[src/core/pfsw_pkg.sv]
`default_nettype none
package pfsw_pkg;

    // ==========================================================
    // register offsets
    localparam logic [2:0] OFS_CTRL_STATUS = 3'h0;
    localparam logic [2:0] OFS_UNLOCK_KEY  = 3'h1;
    localparam logic [2:0] OFS_DATA_LOW    = 3'h2;
    localparam logic [2:0] OFS_DATA_HIGH   = 3'h3;
    localparam logic [2:0] OFS_ADDR_LOW    = 3'h4;
    localparam logic [2:0] OFS_ADDR_HIGH   = 3'h5;

    // ==========================================================
    // control/status fields
    localparam int BIT_SPACE  = 6;
    localparam int BIT_LATCH  = 5;
    localparam int BIT_ERASE  = 4;
    localparam int BIT_ENABLE = 2;
    localparam int BIT_WRITE  = 1;
    localparam int BIT_READ   = 0;
    localparam logic [7:0] CTRL_RESET   = 8'h80;
    localparam logic [7:0] KEY_FIRST    = 8'h55;
    localparam logic [7:0] KEY_SECOND   = 8'haa;
    localparam logic [5:0] ADDR_HI_MASK = 6'h1f;

    // ==========================================================
    // geometry and timing
    localparam int WORD_W      = 14;
    localparam int ADDR_W      = 13;
    localparam int ROW_BITS    = 5;
    localparam int SETUP_CYC   = 2;
    localparam int PWRT_MS     = 64;
    localparam int CLK_MHZ     = 250;
    localparam int PWRT_CYC    = PWRT_MS * 1000 * CLK_MHZ;

    typedef enum logic [2:0]
    {
        ST_IDLE   = 3'b000,
        ST_SETUP  = 3'b001,
        ST_LATCH  = 3'b010,
        ST_BUSY   = 3'b011,
        ST_READ   = 3'b100,
        ST_DONE   = 3'b101
    } pfsw_state_e;

    typedef struct packed
    {
        logic                space;
        logic [ADDR_W-1:0]   addr;
    } pfsw_loc_s;

    typedef struct packed
    {
        logic                erase;
        logic                prog;
        logic                load;
        logic                read;
        pfsw_loc_s           loc;
        logic [WORD_W-1:0]   data;
    } pfsw_req_s;

endpackage
`default_nettype wire

[src/core/pfsw_row_latch.sv]
`timescale 1ns/100ps
`default_nettype none
module pfsw_row_latch #(
    parameter int WIDTH = 14,
    parameter int ROWS  = 32
) (
    input  wire logic                     clk,
    input  wire logic                     program_erase_enable,
    input  wire logic [$clog2(ROWS)-1:0]  wrIdx,
    input  wire logic [WIDTH-1:0]         wrData,
    input  wire logic [$clog2(ROWS)-1:0]  rdIdx,
    output logic      [WIDTH-1:0]         rdData
);
    // ==========================================================
    // row write latches, registered read
    logic [WIDTH-1:0] mem [ROWS];

    always_ff @(posedge clk)
    begin
        if (program_erase_enable)
        begin
            mem[wrIdx] <= wrData;
        end
        rdData <= mem[rdIdx];
    end
endmodule
`default_nettype wire

[src/core/pfsw_ctrl.sv]
// Strobed register access and the address map were left to the implementer.
`timescale 1ns/100ps
`default_nettype none
module pfsw_ctrl #(
    parameter int PWRT_CYCLES = pfsw_pkg::PWRT_CYC,
    parameter int ROW_WORDS   = 32
) (
    input  wire logic                             clk,
    input  wire logic                             rst_n,
    input  wire logic [2:0]                       regAddr,
    input  wire logic [7:0]                       regWrData,
    input  wire logic                             regWr,
    input  wire logic                             regRd,
    output logic      [7:0]                       regRdData,
    input  wire logic                             serialProgReq,
    input  wire logic                             protectActive,
    output logic                                  serialProgDeny,
    output logic                                  fetchStall,
    output logic                                  forceNop,
    output pfsw_pkg::pfsw_req_s                   flashReq,
    output logic      [pfsw_pkg::WORD_W-1:0]      flashLatchWord,
    input  wire logic                             flashDone,
    input  wire logic [pfsw_pkg::WORD_W-1:0]      flashRdData
);
    localparam int IDX_W = $clog2(ROW_WORDS);
    localparam int PW_W  = $clog2(PWRT_CYCLES + 1);

    // ==========================================================
    // helpers
    function automatic logic hit(input logic [2:0] a, input logic [2:0] ofs);
        hit = (a == ofs);
    endfunction

    // ==========================================================
    // registers
    logic                        spaceSel, latchOnly, eraseSel, progEnable, writeCmd, readCmd;
    logic [7:0]                  addrLow;
    logic [4:0]                  addrHigh;
    logic [7:0]                  dataLow;
    logic [5:0]                  dataHigh;
    logic [1:0]                  keyStage;
    logic [PW_W-1:0]             pwrtCnt;
    logic [1:0]                  setupCnt;
    logic                        opErase, opProgram;
    logic [IDX_W-1:0]            progIdx;
    pfsw_pkg::pfsw_state_e       state, next_state;
    logic                        serSync1, serSync2;

    // ==========================================================
    // decode
    wire wrCtrl  = regWr && hit(regAddr, pfsw_pkg::OFS_CTRL_STATUS);
    wire wrKey   = regWr && hit(regAddr, pfsw_pkg::OFS_UNLOCK_KEY);
    wire wrDatL  = regWr && hit(regAddr, pfsw_pkg::OFS_DATA_LOW);
    wire wrDatH  = regWr && hit(regAddr, pfsw_pkg::OFS_DATA_HIGH);
    wire wrAdrL  = regWr && hit(regAddr, pfsw_pkg::OFS_ADDR_LOW);
    wire wrAdrH  = regWr && hit(regAddr, pfsw_pkg::OFS_ADDR_HIGH);
    wire idle    = (state == pfsw_pkg::ST_IDLE);
    wire pwrtRun = (pwrtCnt != '0);
    wire unlocked = (keyStage == 2'h2);
    wire setWr   = wrCtrl && regWrData[pfsw_pkg::BIT_WRITE] && idle;
    wire setRd   = wrCtrl && regWrData[pfsw_pkg::BIT_READ] && idle && !setWr;
    // modification needs enable, key and elapsed power-up timer
    wire startWr = setWr && progEnable && unlocked && !pwrtRun;
    wire [pfsw_pkg::ADDR_W-1:0] wordAddr = {addrHigh, addrLow};
    wire [pfsw_pkg::ADDR_W-1:0] rowAddr  =
        {wordAddr[pfsw_pkg::ADDR_W-1:pfsw_pkg::ROW_BITS], {pfsw_pkg::ROW_BITS{1'b0}}};
    wire [IDX_W-1:0] latchIdx = addrLow[IDX_W-1:0];
    wire latchWe = (state == pfsw_pkg::ST_LATCH);
    wire [7:0] ctrlView = pfsw_pkg::CTRL_RESET | {1'b0, spaceSel, latchOnly, eraseSel, 1'b0,
                                                   progEnable, writeCmd, readCmd};
    wire [7:0] rdMux =
        hit(regAddr, pfsw_pkg::OFS_CTRL_STATUS) ? ctrlView :
        hit(regAddr, pfsw_pkg::OFS_DATA_LOW)    ? dataLow :
        hit(regAddr, pfsw_pkg::OFS_DATA_HIGH)   ? {2'h0, dataHigh} :
        hit(regAddr, pfsw_pkg::OFS_ADDR_LOW)    ? addrLow :
        hit(regAddr, pfsw_pkg::OFS_ADDR_HIGH)   ? {3'h0, addrHigh} :
        8'h00;
    wire lastProg = (progIdx == IDX_W'(ROW_WORDS - 1));
    wire [pfsw_pkg::ADDR_W-1:0] progOfs = {{(pfsw_pkg::ADDR_W - IDX_W){1'b0}}, progIdx};

    // ==========================================================
    // row latch memory
    pfsw_row_latch #(
        .WIDTH (pfsw_pkg::WORD_W),
        .ROWS  (ROW_WORDS)
    ) u_latch (
        .clk    (clk),
        .program_erase_enable   (latchWe),
        .wrIdx  (latchIdx),
        .wrData ({dataHigh, dataLow}),
        .rdIdx  (progIdx),
        .rdData (flashLatchWord)
    );

    // ==========================================================
    // sequencer
    always_comb
    begin
        next_state = state;
        case (state)
            pfsw_pkg::ST_IDLE:
                if (startWr || setRd)
                    next_state = pfsw_pkg::ST_SETUP;
            pfsw_pkg::ST_SETUP:
                if (setupCnt == 2'(pfsw_pkg::SETUP_CYC - 1))
                    next_state = readCmd ? pfsw_pkg::ST_READ :
                                 opErase ? pfsw_pkg::ST_BUSY : pfsw_pkg::ST_LATCH;
            pfsw_pkg::ST_LATCH:
                next_state = opProgram ? pfsw_pkg::ST_BUSY : pfsw_pkg::ST_DONE;
            pfsw_pkg::ST_BUSY:
                if (flashDone && (opErase || lastProg))
                    next_state = pfsw_pkg::ST_DONE;
            pfsw_pkg::ST_READ:
                if (flashDone)
                    next_state = pfsw_pkg::ST_DONE;
            pfsw_pkg::ST_DONE:
                next_state = pfsw_pkg::ST_IDLE;
            default:
                next_state = pfsw_pkg::ST_IDLE;
        endcase
    end

    always_ff @(posedge clk or negedge rst_n)
    begin
        if (!rst_n)
        begin
            state    <= pfsw_pkg::ST_IDLE;
            setupCnt <= 2'h0;
            progIdx  <= '0;
        end
        else
        begin
            state    <= next_state;
            setupCnt <= (state == pfsw_pkg::ST_SETUP) ? setupCnt + 2'h1 : 2'h0;
            if (state == pfsw_pkg::ST_BUSY && flashDone && !opErase)
                progIdx <= progIdx + 1'b1;
            else if (state != pfsw_pkg::ST_BUSY)
                progIdx <= '0;
        end
    end

    // ==========================================================
    // control/status register
    always_ff @(posedge clk or negedge rst_n)
    begin
        if (!rst_n)
        begin
            spaceSel   <= 1'b0;
            latchOnly  <= 1'b0;
            eraseSel   <= 1'b0;
            progEnable <= 1'b0;
            writeCmd   <= 1'b0;
            readCmd    <= 1'b0;
            opErase    <= 1'b0;
            opProgram  <= 1'b0;
        end
        else
        begin
            if (wrCtrl && idle)
            begin
                spaceSel   <= regWrData[pfsw_pkg::BIT_SPACE];
                latchOnly  <= regWrData[pfsw_pkg::BIT_LATCH];
                progEnable <= regWrData[pfsw_pkg::BIT_ENABLE];
            end
            // erase bit: set by software, cleared by hardware after erase
            if (state == pfsw_pkg::ST_DONE && opErase)
                eraseSel <= 1'b0;
            else if (wrCtrl && idle)
                eraseSel <= regWrData[pfsw_pkg::BIT_ERASE];
            if (startWr)
            begin
                writeCmd  <= 1'b1;
                opErase   <= eraseSel;
                opProgram <= !eraseSel && !latchOnly;
            end
            else if (state == pfsw_pkg::ST_DONE)
            begin
                writeCmd  <= 1'b0;
                // stale op kind would misroute later reads and erase clears
                opErase   <= 1'b0;
                opProgram <= 1'b0;
            end
            if (setRd)
                readCmd <= 1'b1;
            else if (state == pfsw_pkg::ST_DONE)
                readCmd <= 1'b0;
        end
    end

    // ==========================================================
    // address, data, key, power-up timer
    always_ff @(posedge clk or negedge rst_n)
    begin
        if (!rst_n)
        begin
            addrLow  <= 8'h00;
            addrHigh <= 5'h00;
            dataLow  <= 8'h00;
            dataHigh <= 6'h00;
            keyStage <= 2'h0;
            pwrtCnt  <= PW_W'(PWRT_CYCLES);
        end
        else
        begin
            if (pwrtRun)
                pwrtCnt <= pwrtCnt - 1'b1;
            if (wrAdrL)
                addrLow <= regWrData;
            if (wrAdrH)
                addrHigh <= regWrData[4:0];
            if (state == pfsw_pkg::ST_READ && flashDone)
            begin
                dataHigh <= flashRdData[13:8];
                dataLow  <= flashRdData[7:0];
            end
            else
            begin
                if (wrDatL)
                    dataLow <= regWrData;
                if (wrDatH)
                    dataHigh <= regWrData[5:0];
            end
            // key: any other access between steps breaks the sequence
            if (wrKey && regWrData == pfsw_pkg::KEY_FIRST)
                keyStage <= 2'h1;
            else if (wrKey && regWrData == pfsw_pkg::KEY_SECOND && keyStage == 2'h1)
                keyStage <= 2'h2;
            else if (regWr || regRd)
                keyStage <= 2'h0;
        end
    end

    // ==========================================================
    // outputs
    always_ff @(posedge clk or negedge rst_n)
    begin
        if (!rst_n)
        begin
            regRdData      <= 8'h00;
            fetchStall     <= 1'b0;
            forceNop       <= 1'b0;
            flashReq       <= '0;
            serSync1       <= 1'b0;
            serSync2       <= 1'b0;
            serialProgDeny <= 1'b0;
        end
        else
        begin
            regRdData  <= regRd ? rdMux : 8'h00;
            // reads and fetch never blocked by protection
            forceNop   <= (next_state == pfsw_pkg::ST_SETUP);
            fetchStall <= writeCmd && !(state == pfsw_pkg::ST_DONE);
            flashReq.erase      <= (next_state == pfsw_pkg::ST_BUSY) && opErase;
            flashReq.prog       <= (next_state == pfsw_pkg::ST_BUSY) && !opErase;
            flashReq.load       <= latchWe;
            flashReq.read       <= (next_state == pfsw_pkg::ST_READ);
            flashReq.loc.space  <= spaceSel;
            flashReq.loc.addr   <= (opErase || opProgram) ? (rowAddr | progOfs)
                                                          : wordAddr;
            flashReq.data       <= {dataHigh, dataLow};
            serSync1       <= serialProgReq;
            serSync2       <= serSync1;
            serialProgDeny <= serSync2 && protectActive;
        end
    end
endmodule
`default_nettype wire

[config.mk]
export PLATFORM = sky130hd
export DESIGN_NAME = pfsw_ctrl
export DESIGN_NICKNAME = d
export VERILOG_FILES = /design/src/core/pfsw_pkg.sv /design/src/core/pfsw_row_latch.sv /design/src/core/pfsw_ctrl.sv
export SDC_FILE = /design/constraint.sdc
export NUM_CORES = 1
export LEC_CHECK = 0
export BUFFER_PORTS_ARGS = -buffer_cell sky130_fd_sc_hd__buf_2
export CAP_MARGIN = 10
export CORE_MARGIN = 8
export CORE_UTILIZATION = 31
export DETAILED_ROUTE_END_ITERATION = 12
export PLACE_DENSITY = 0.58
export SETUP_SLACK_MARGIN = 0.5
export SLEW_MARGIN = 30
export SYNTH_ARGS = -nofsm -noshare
export SYNTH_HDL_FRONTEND = slang
export SYNTH_SLANG_ARGS = --single-unit
[constraint.sdc]
create_clock -name clk -period 2.85 [get_ports clk]
set_input_delay 0.57 -clock clk [delete_from_list [all_inputs] [get_ports clk]]
set_output_delay 0.57 -clock clk [all_outputs]
set_load 0.01 [all_outputs]
== Word-level counts from Yosys, hierarchy flattened ==
Memories as Yosys holds them, arrays and structs flattened. A register that Yosys moved wholly into a read port is not among the register bits.
Index checks and enable logic that the tools add are counted.

* Equal/unequal tests: 20
* Bitwise operators: 1
* Divide/modulo/power cells: 0
* Shift-type cells: 0
* Reductions and logical operators: 48
* Order comparisons: 0
* Mux-type cells: 34
* $mul: 0
* Add/subtract/negate cells: 3

{| class="wikitable"
|+ Operators by type and width
! operator !! count
|-
| 8-bit 2-to-1 mux || 7
|-
| 1-bit logical AND || 28
|-
| 24-bit nonzero test || 1
|-
| 24-bit by 1-bit subtractor with 24-bit output, second input constant || 1
|-
| 3-bit 2-to-1 mux || 6
|-
| 3-bit by 2-bit == test with 1-bit output, second input constant || 5
|-
| 3-bit == test, second input constant || 5
|-
| 5-bit 2-to-1 mux || 3
|-
| 3-bit one-hot mux with 5 select lines || 1
|-
| 13-bit 2-to-1 mux || 1
|-
| 13-bit by 5-bit bitwise OR with 13-bit output || 1
|-
| 6-bit 2-to-1 mux || 2
|-
| 2-bit nonzero test || 6
|-
| 1-bit 2-to-1 mux || 10
|-
| 3-bit by 1-bit == test with 1-bit output, second input constant || 3
|-
| 8-bit by 7-bit == test with 1-bit output, second input constant || 1
|-
| 8-bit == test, second input constant || 1
|-
| 2-bit 2-to-1 mux || 4
|-
| 1-bit zero test || 6
|-
| 3-bit zero test || 2
|-
| 5-bit by 1-bit adder with 5-bit output, second input constant || 1
|-
| 5-bit == test, second input constant || 1
|-
| 2-bit by 1-bit == test with 1-bit output, second input constant || 2
|-
| 1-bit logical OR || 4
|-
| other kinds (4) || 4
|}

* Word-level logic and storage cells: 137
* Memories kept: 1
* ROM bits: 0
* Bits in registers: 116
* Output and inout port bits: 57
* Latch bits: 0
* Memory bits (writable): 448
* Bits of input ports: 32

{| class="wikitable"
|+ Memories
! memory !! depth !! width !! read ports !! clocked after memory_dff !! write ports !! line !! source
|-
| u_latch.mem || 32 || 14 || 1 || 1 || 1 || pfsw_row_latch.sv:16 || <nowiki>logic [WIDTH-1:0] mem [ROWS];</nowiki>
|}

== Logic depth before layout (Yosys ltp) ==
Gate-level depths: netlist of the first run.

* Depth in word-level cells: 12
* Depth in mapped cells: 8
* Gate-level depth less buffers: 8

== Modules after synthesis ==
Synthesis of the first run repeated with hierarchy kept, for this count alone.

* Cell total of the unflattened synthesis: 1416
* Area total of the unflattened synthesis: 22858.2 µm²

{| class="wikitable"
|+ By module, submodules not included
! module !! cells each !! seq. area each (µm²) !! times used !! area each (µm²)
|-
| pfsw_row_latch || 1006 || 13733.2 || 1 || 18011.0
|-
| pfsw_ctrl || 410 || 2911.5 || 1 || 4847.1
|}

== Least setup slack after synthesis of the first run ==
No wires, ideal clock.

* Path kind: flip-flop to flip-flop
* From: register state[0]
* To: memory u_latch.mem[28][0] (enable)
* Path slack: 602 ps
* Clock period less this slack: 2248 ps
* Required time: 2466 ps
* Setup time: 384 ps
* Stages on the path, launching flop included: 5
* Buffers on the path: 2
* Data arrival time: 1864 ps
* Path through: dfrtp_1 clkbuf_1 or4_1 clkbuf_1 nor2_1

* Longest elaborated chain between the ends: 3

{| class="wikitable"
|+ RTL lines
! what !! line !! source
|-
| from (decl) || pfsw_ctrl.sv:46 || <nowiki>pfsw_pkg::pfsw_state_e state, next_state;</nowiki>
|-
| from (signal assigned) || pfsw_ctrl.sv:127 || <nowiki>state <= pfsw_pkg::ST_IDLE;</nowiki>
|-
| from (signal assigned) || pfsw_ctrl.sv:133 || <nowiki>state <= next_state;</nowiki>
|-
| 3-bit by 2-bit == test with 1-bit output || pfsw_ctrl.sv:68 || <nowiki>wire latchWe = (state == pfsw_pkg::ST_LATCH);</nowiki>
|-
| 1-bit 2-to-1 mux || pfsw_row_latch.sv:20 || <nowiki>if (program_erase_enable)</nowiki>
|-
| 1-bit 2-to-1 mux (implied by the code) || pfsw_row_latch.sv:22 || <nowiki>mem[wrIdx] <= wrData;</nowiki>
|-
| to (decl) || pfsw_row_latch.sv:16 ||
|}

Every way passes these cells.

==> metrics.md, run 1 <==
| Metric | Value |
|---|---|
| Core area | 71000 sq um |
| Peak VDD IR | 627 uV |
| Vias in the first global route | 12400 |
| Port Buffers | 88 |
| Post-Syn Nets | 1242 |
| H-tree levels | 2 |
| Reg clk slew, reported paths | 0.07 ns |
| Area leader, netlist | edfxtp_1 |
| Critical Path Source Type | register |
| Cell row count | 98 |
| Most frequent cells in the layout | edfxtp_1 (448), dfrtp_1 (107), buf_4 (92) |
| Final setup viols | 0 |
| Yosys cell types | 55 |
| Critical path arrival | 2.74 ns |
| Post-DP HPWL | 33200 um |
| Chip width | 283 um |
| Share of layout cells above drive strength 1 | 27.5% |
| Clock Path Buffers | 3 |
| CTS Sinks | 578 |
| DR pass1 iterations | 5 |
| Commonest non-fill, non-tap cell in the layout | edfxtp_1 |
| Fin. Hold Viols | 0 |
| CTS buffer count | 55 |
| Vias after detailed routing | 11700 |
| Leakage | 8.96 nW |
| Yosys Warn Count | 0 |
| Die Y-Extent | 283 um |
| Clock root buffer | clkbuf_16 |
| Average via count per standard cell | 4.91 |
| Worst setup path class | register to register |
| Required @ worst endpoint | 3.31 ns |
| HP Class | primary input to register |
| P&R area growth vs syn | 18.2% |
| Main area contributors after synthesis | edfxtp_1 (61%), dfrtp_1 (12%), mux4_2 (8.6%) |
| Worst-path maximum fanout | 16 |
| Slew Limit Headroom | 47.0% |
| GRT Total Usage | 13.1% |
| DR iter-0 viols | 1117 |
| Period minus WS final | 2.28 ns |
| Die area | 80100 sq um |
| Period utilization | 79.9% |
| Max Cap Viol | 0 |
| Mean Syn Cell Area | 18.3 sq um |
| IO Pins | 89 |
| Post-synth top area share | 60.9% |
| Wire per inst | 22.4 um |
| EDFF count, synth | 448 |
| Largest net degree at the start of global routing | 41 |
| Synth Flop Type | edfxtp_1 |
| Residual DRC | 0 |
| Cells after Synth | 1205 |
| Unrepaired setup endpoints after global routing | yes |
| Sequential area share after synthesis | 75.3% |
| Cell Pwr Density | 794 nW/um^2 |
| Max Slew Vio Count | 0 |
| First-pass GRT wire length | 80900 um |
| Post-DRT Antenna Nets | 0 |
| Initial Util | 31.1% |
| Status | complete, no violations |
| Yosys reg bits | 578 |
| Diodes inserted | 0 |
| Post-synth ARST share | 20.1% |
| Least-Margin Pin Slew | 0.791 ns |
| Overflow after GRT | 0 |
| Nets | 1425 |
| Crit end category | register |
| Setup tns final | 0 ns |
| Util after Layout | 36.8% |
| Max Clk Rate | 439 MHz |
| Worst-Skew Late Latency | 0.62 ns |
| Number of antenna violations at the first check in global routing | 0 |
| Mapped cell area | 22100 sq um |
| Final RePlAce weighted congestion | 0.786 |
| TritonCTS clock tree | done |
| Drt total wl | 53500 um |
| Final Skew | 0.0228 ns |
==> registers in the layout, indices dropped and copies added (netlist names), 2 cells and up <==
signal and count:
u_latch.mem 448, flashReq 32, pwrtCnt 24, u_latch.rdData 14
addrLow 8, dataLow 8, regRdData 8, dataHigh 6
addrHigh 5, progIdx 5, state 3, keyStage 2
setupCnt 2
==> cell families (layout without fill, tap and decap cells) <==
logic type	Yosys count	count (layout)	share of synthesized area, %
muxes	168	168	12.5
xor gates and xnor gates	23	23	0.911
AOI/OAI and AO/OA	171	171	5.22
DFF	578	578	75.3
adders and majority gates	5	5	0.283
buffers and inverters	75	305	1.40
and+or+nand+nor	185	185	4.40
==> timing repair <==
item                                   in CTS  in global routing
pin swaps                                   0                  2
setup endpoints to repair                   8                 50
endpoints found under the hold margin      37                  0
buffers inserted                            4                  3
hold buffers                                1                  0
gates resized for setup                     2                  5
cloned                                      0                  0
==> through the flow <==
step,hold WS (ns),total power [mW],setup slack (ns),std cells,cell area [sq um]
floorplan,0.274,12.2,0.602,1205,22100
global placement,0.331,13.7,0.448,2273,24300
detailed placement,0.336,13.8,0.448,2273,24300
CTS,0.0243,21.0,0.562,2382,26100
global route,0.0374,21.5,0.473,2385,26100
finish,0.0641,20.7,0.574,2385,26100
==> critical path: stages, from the launching register on <==
cell	delay, ns
dfrtp_4	0.45
buf_12	0.14
buf_12	0.18
mux4_2	0.51
a22o_1	0.29
a211oi_1	0.46
a21oi_1	0.07
==> routing by layer <==
metal | track usage [%] | vias up | share of wire (%)
met5 | 0 | - | 0
li1 | - | 5171 | -
met4 | 3.43 | 0 | 1.9
met2 | 21.0 | 324 | 47
met1 | 18.4 | 6134 | 46
met3 | 2.45 | 75 | 5.3
==> power by group <==
| part | leakage (nW) | total (mW) | switching (mW) | internal (mW) |
|---|---|---|---|---|
| Combinational | 2.51 | 2.83 | 2.02 | 0.812 |
| Sequential | 5.61 | 10.8 | 0.318 | 10.5 |
| Clock | 0.842 | 7.13 | 3.12 | 4.01 |
| Total | 8.96 | 20.7 | 5.46 | 15.3 |
==> final timing paths <==
kind	slack, ns	endpoint	cells past startpoint	from
min	0.06	serSync1	1	serialProgReq
min reg2reg	0.35	serSync2	0	serSync1
max reg2reg	0.57	u_latch.rdData[6]	6	progIdx[0]
min in group asynchronous	0.48	flashReq[7]	2	rst_n
max	0.57	u_latch.rdData[6]	6	progIdx[0]
max in group asynchronous	1.59	pwrtCnt[23]	3	rst_n
==> cell usage after synthesis, types with 21 or more instances <==
library cell  number
clkbuf_1          40
nand2_1           30
mux4_2            84
nor2_1            68
mux2i_1           63
a21oi_1           41
edfxtp_1         448
a211oi_1          30
mux2_2            21
o21ai_0           22
dfrtp_1          109
==> cell type report <==
cell class / count / area (sq um)
Sequential cell: 578 / 16700
Multi-Input combinational cell: 552 / 5190
Clock buffer: 84 / 1540
Tap cell: 950 / 1190
Timing Repair Buffer: 188 / 1300
Inverter: 13 / 48.8
Clock inverter: 20 / 215
Fill cell: 6609 / 44900
Power figures use the tool's default switching activity.
==> inputs of run 2 (changes only) <==
Settings changed: PLACE_DENSITY 0.58 to 0.59.
Clock period 2.85 ns to 1.91 ns, I/O delays scaled along.
==> metrics.md, run 2 (same netlist as run 1, synthesis figures left out) <==
| Metric | Value |
|---|---|
| Status | finished, violations left |
| Failing checks | negative setup slack |
| Largest register FFs | 448 |
| Drt total wl | 57600 um |
| Unrepaired setup endpoints after global routing | yes |
| Initial Util | 31.1% |
| Period minus WS final | 2.26 ns |
| Crit end category | register |
| Core area | 71000 sq um |
| WP buf/inv | 3 |
| Die Y-Extent | 283 um |
| P&R area growth vs syn | 32.4% |
| Reg2Reg Depth | 7 |
| Final Total Pwr | 32.1 mW |
| Commonest non-fill, non-tap cell in the layout | edfxtp_1 |
| Max Clk Rate | 443 MHz |
| Slew Limit Headroom | 55.0% |
| Wire per inst | 22.8 um |
| Chip width | 283 um |
| Residual DRC | 0 |
| Final setup viols | 158 |
| Fin worst setup slack | -0.349 ns |
| Largest Register | u_latch.mem |
| Die area | 80100 sq um |
| GRT Total Usage | 14.0% |
| Clock root buffer | clkbuf_16 |
| DR iter-0 viols | 1103 |
| Crit Reg-Reg Endpoint | pwrtCnt[12] |
| FF-to-FF Start | pwrtCnt[9] |
| Largest delay share family, worst path | simple AND/OR/NAND/NOR gates |
| CP cell instances | or4_4, or3_4, buf_6, nand3b_1, buf_4, buf_6, xnor2_2 |
| Number of antenna violations at the first check in global routing | 1 |
| DR pass1 iterations | 5 |
| TritonCTS clock tree | done |
| Most frequent cells in the layout | edfxtp_1 (448), buf_4 (120), dfrtp_1 (103) |
| CTS buffer count | 55 |
| Cell Pwr Density | 1100 nW/um^2 |
| Required @ worst endpoint | 2.37 ns |
| Fin Hold WS | 0.0871 ns |
| Reg clk slew, reported paths | 0.06 ns |
| Average via count per standard cell | 4.92 |
| Worst Hold End | addrLow[7] |
| Post-DRT Antenna Nets | 0 |
| Clock Path Buffers | 3 |
| Hold Crit Start | regWrData[7] |
| Final Skew | 0.0117 ns |
| Leakage | 10.2 nW |
| Overflow after GRT | 0 |
| Port Buffers | 88 |
| Final RePlAce weighted congestion | 0.816 |
| Slowest stage delay, CP | 0.52 ns |
| Slowest cell on crit path | or4_4 |
| Period utilization | 118% |
| Largest net degree at the start of global routing | 54 |
| Worst-Skew Late Latency | 0.58 ns |
| Util after Layout | 41.2% |
| Least-Margin Pin Slew | 0.673 ns |
| Max Cap Viol | 0 |
| IO Pins | 89 |
| Hold path depth | 3 |
| Nets | 1566 |
| Peak VDD IR | 831 uV |
| Post-DP HPWL | 34400 um |
| Share of layout cells above drive strength 1 | 42.3% |
| Most used cell, CP | buf_6 |
| HP Class | primary input to register |
| Max Slew Vio Count | 0 |
| Worst-path maximum fanout | 5 |
| CTS Sinks | 578 |
| Vias in the first global route | 13200 |
| Reg2reg setup slack | -0.35 ns |
| Cell row count | 98 |
| Fin. Hold Viols | 0 |
| Vias after detailed routing | 12400 |
| First-pass GRT wire length | 86200 um |
| Worst setup path class | register to register |
| Critical Path Source Type | register |
| H-tree levels | 2 |
| Critical path arrival | 2.72 ns |
| Biggest regs | u_latch.mem: 448 flops, flashReq: 32 flops, pwrtCnt: 24 flops |
## run 2: report_power, final
part | internal [mW] | leakage (nW) | switching (mW)
combinational | 1.81 | 3.71 | 3.39
sequential | 15.6 | 5.60 | 0.448
clock | 6.23 | 0.870 | 4.60
## run 2: worst reg2reg max path, cell delays in order (launching register included)
cell,delay (ns)
dfrtp_1,0.39
or4_4,0.52
or3_4,0.39
buf_6,0.13
nand3b_1,0.28
buf_4,0.21
buf_6,0.11
xnor2_2,0.12
## run 2: area by class of cell
cell class,count,area (sq um)
diodes,1,2.50
clock buffers,71,1510
clock inverters,29,272
fillers,6277,41700
inverters,13,48.8
multi-input cells,553,6020
flip-flops and latches,578,16700
well taps,950,1190
repair buffers,328,3560
## run 2: routing by layer
layer / routed length (um) / vias up / track usage (%)
met3: 3070 / 76 / 2.43
met2: 28600 / 385 / 23.5
met4: 1150 / 0 / 3.34
met5: 0 / - / 0
met1: 24800 / 6492 / 18.8
li1: - / 5457 / -
## run 2: worst max-delay path by stage
stage / start / endpoint / slack [ns] / cells after the start
after floorplan: pwrtCnt[9] / pwrtCnt[15] / -0.27 / 6
after global placement: pwrtCnt[9] / pwrtCnt[15] / -0.36 / 5
after detailed placement: pwrtCnt[9] / pwrtCnt[15] / -0.41 / 5
after CTS: pwrtCnt[9] / pwrtCnt[14] / -0.26 / 6
after global routing: pwrtCnt[9] / pwrtCnt[12] / -0.41 / 7
final: pwrtCnt[9] / pwrtCnt[12] / -0.35 / 7
## run 2: through the flow
stage	TNS [ns]	setup WS, ns	std cells	cell area (sq um)
after floorplan	-44.82	-0.270	1205	22600
after global placement	-8.70	-0.362	2344	25700
after detailed placement	-10.11	-0.405	2344	25700
after CTS	-27.19	-0.265	2503	28900
after global routing	-35.78	-0.412	2522	29300
final	-27.37	-0.349	2523	29300
## run 2: timing repair
action | CTS | global route
pin swaps | 38 | 25
cloned | 16 | 2
endpoints found under the hold margin | 25 | 0
resized for setup | 128 | 63
hold buffers | 3 | 0
setup endpoints to repair | 573 | 583
setup buffers | 40 | 17
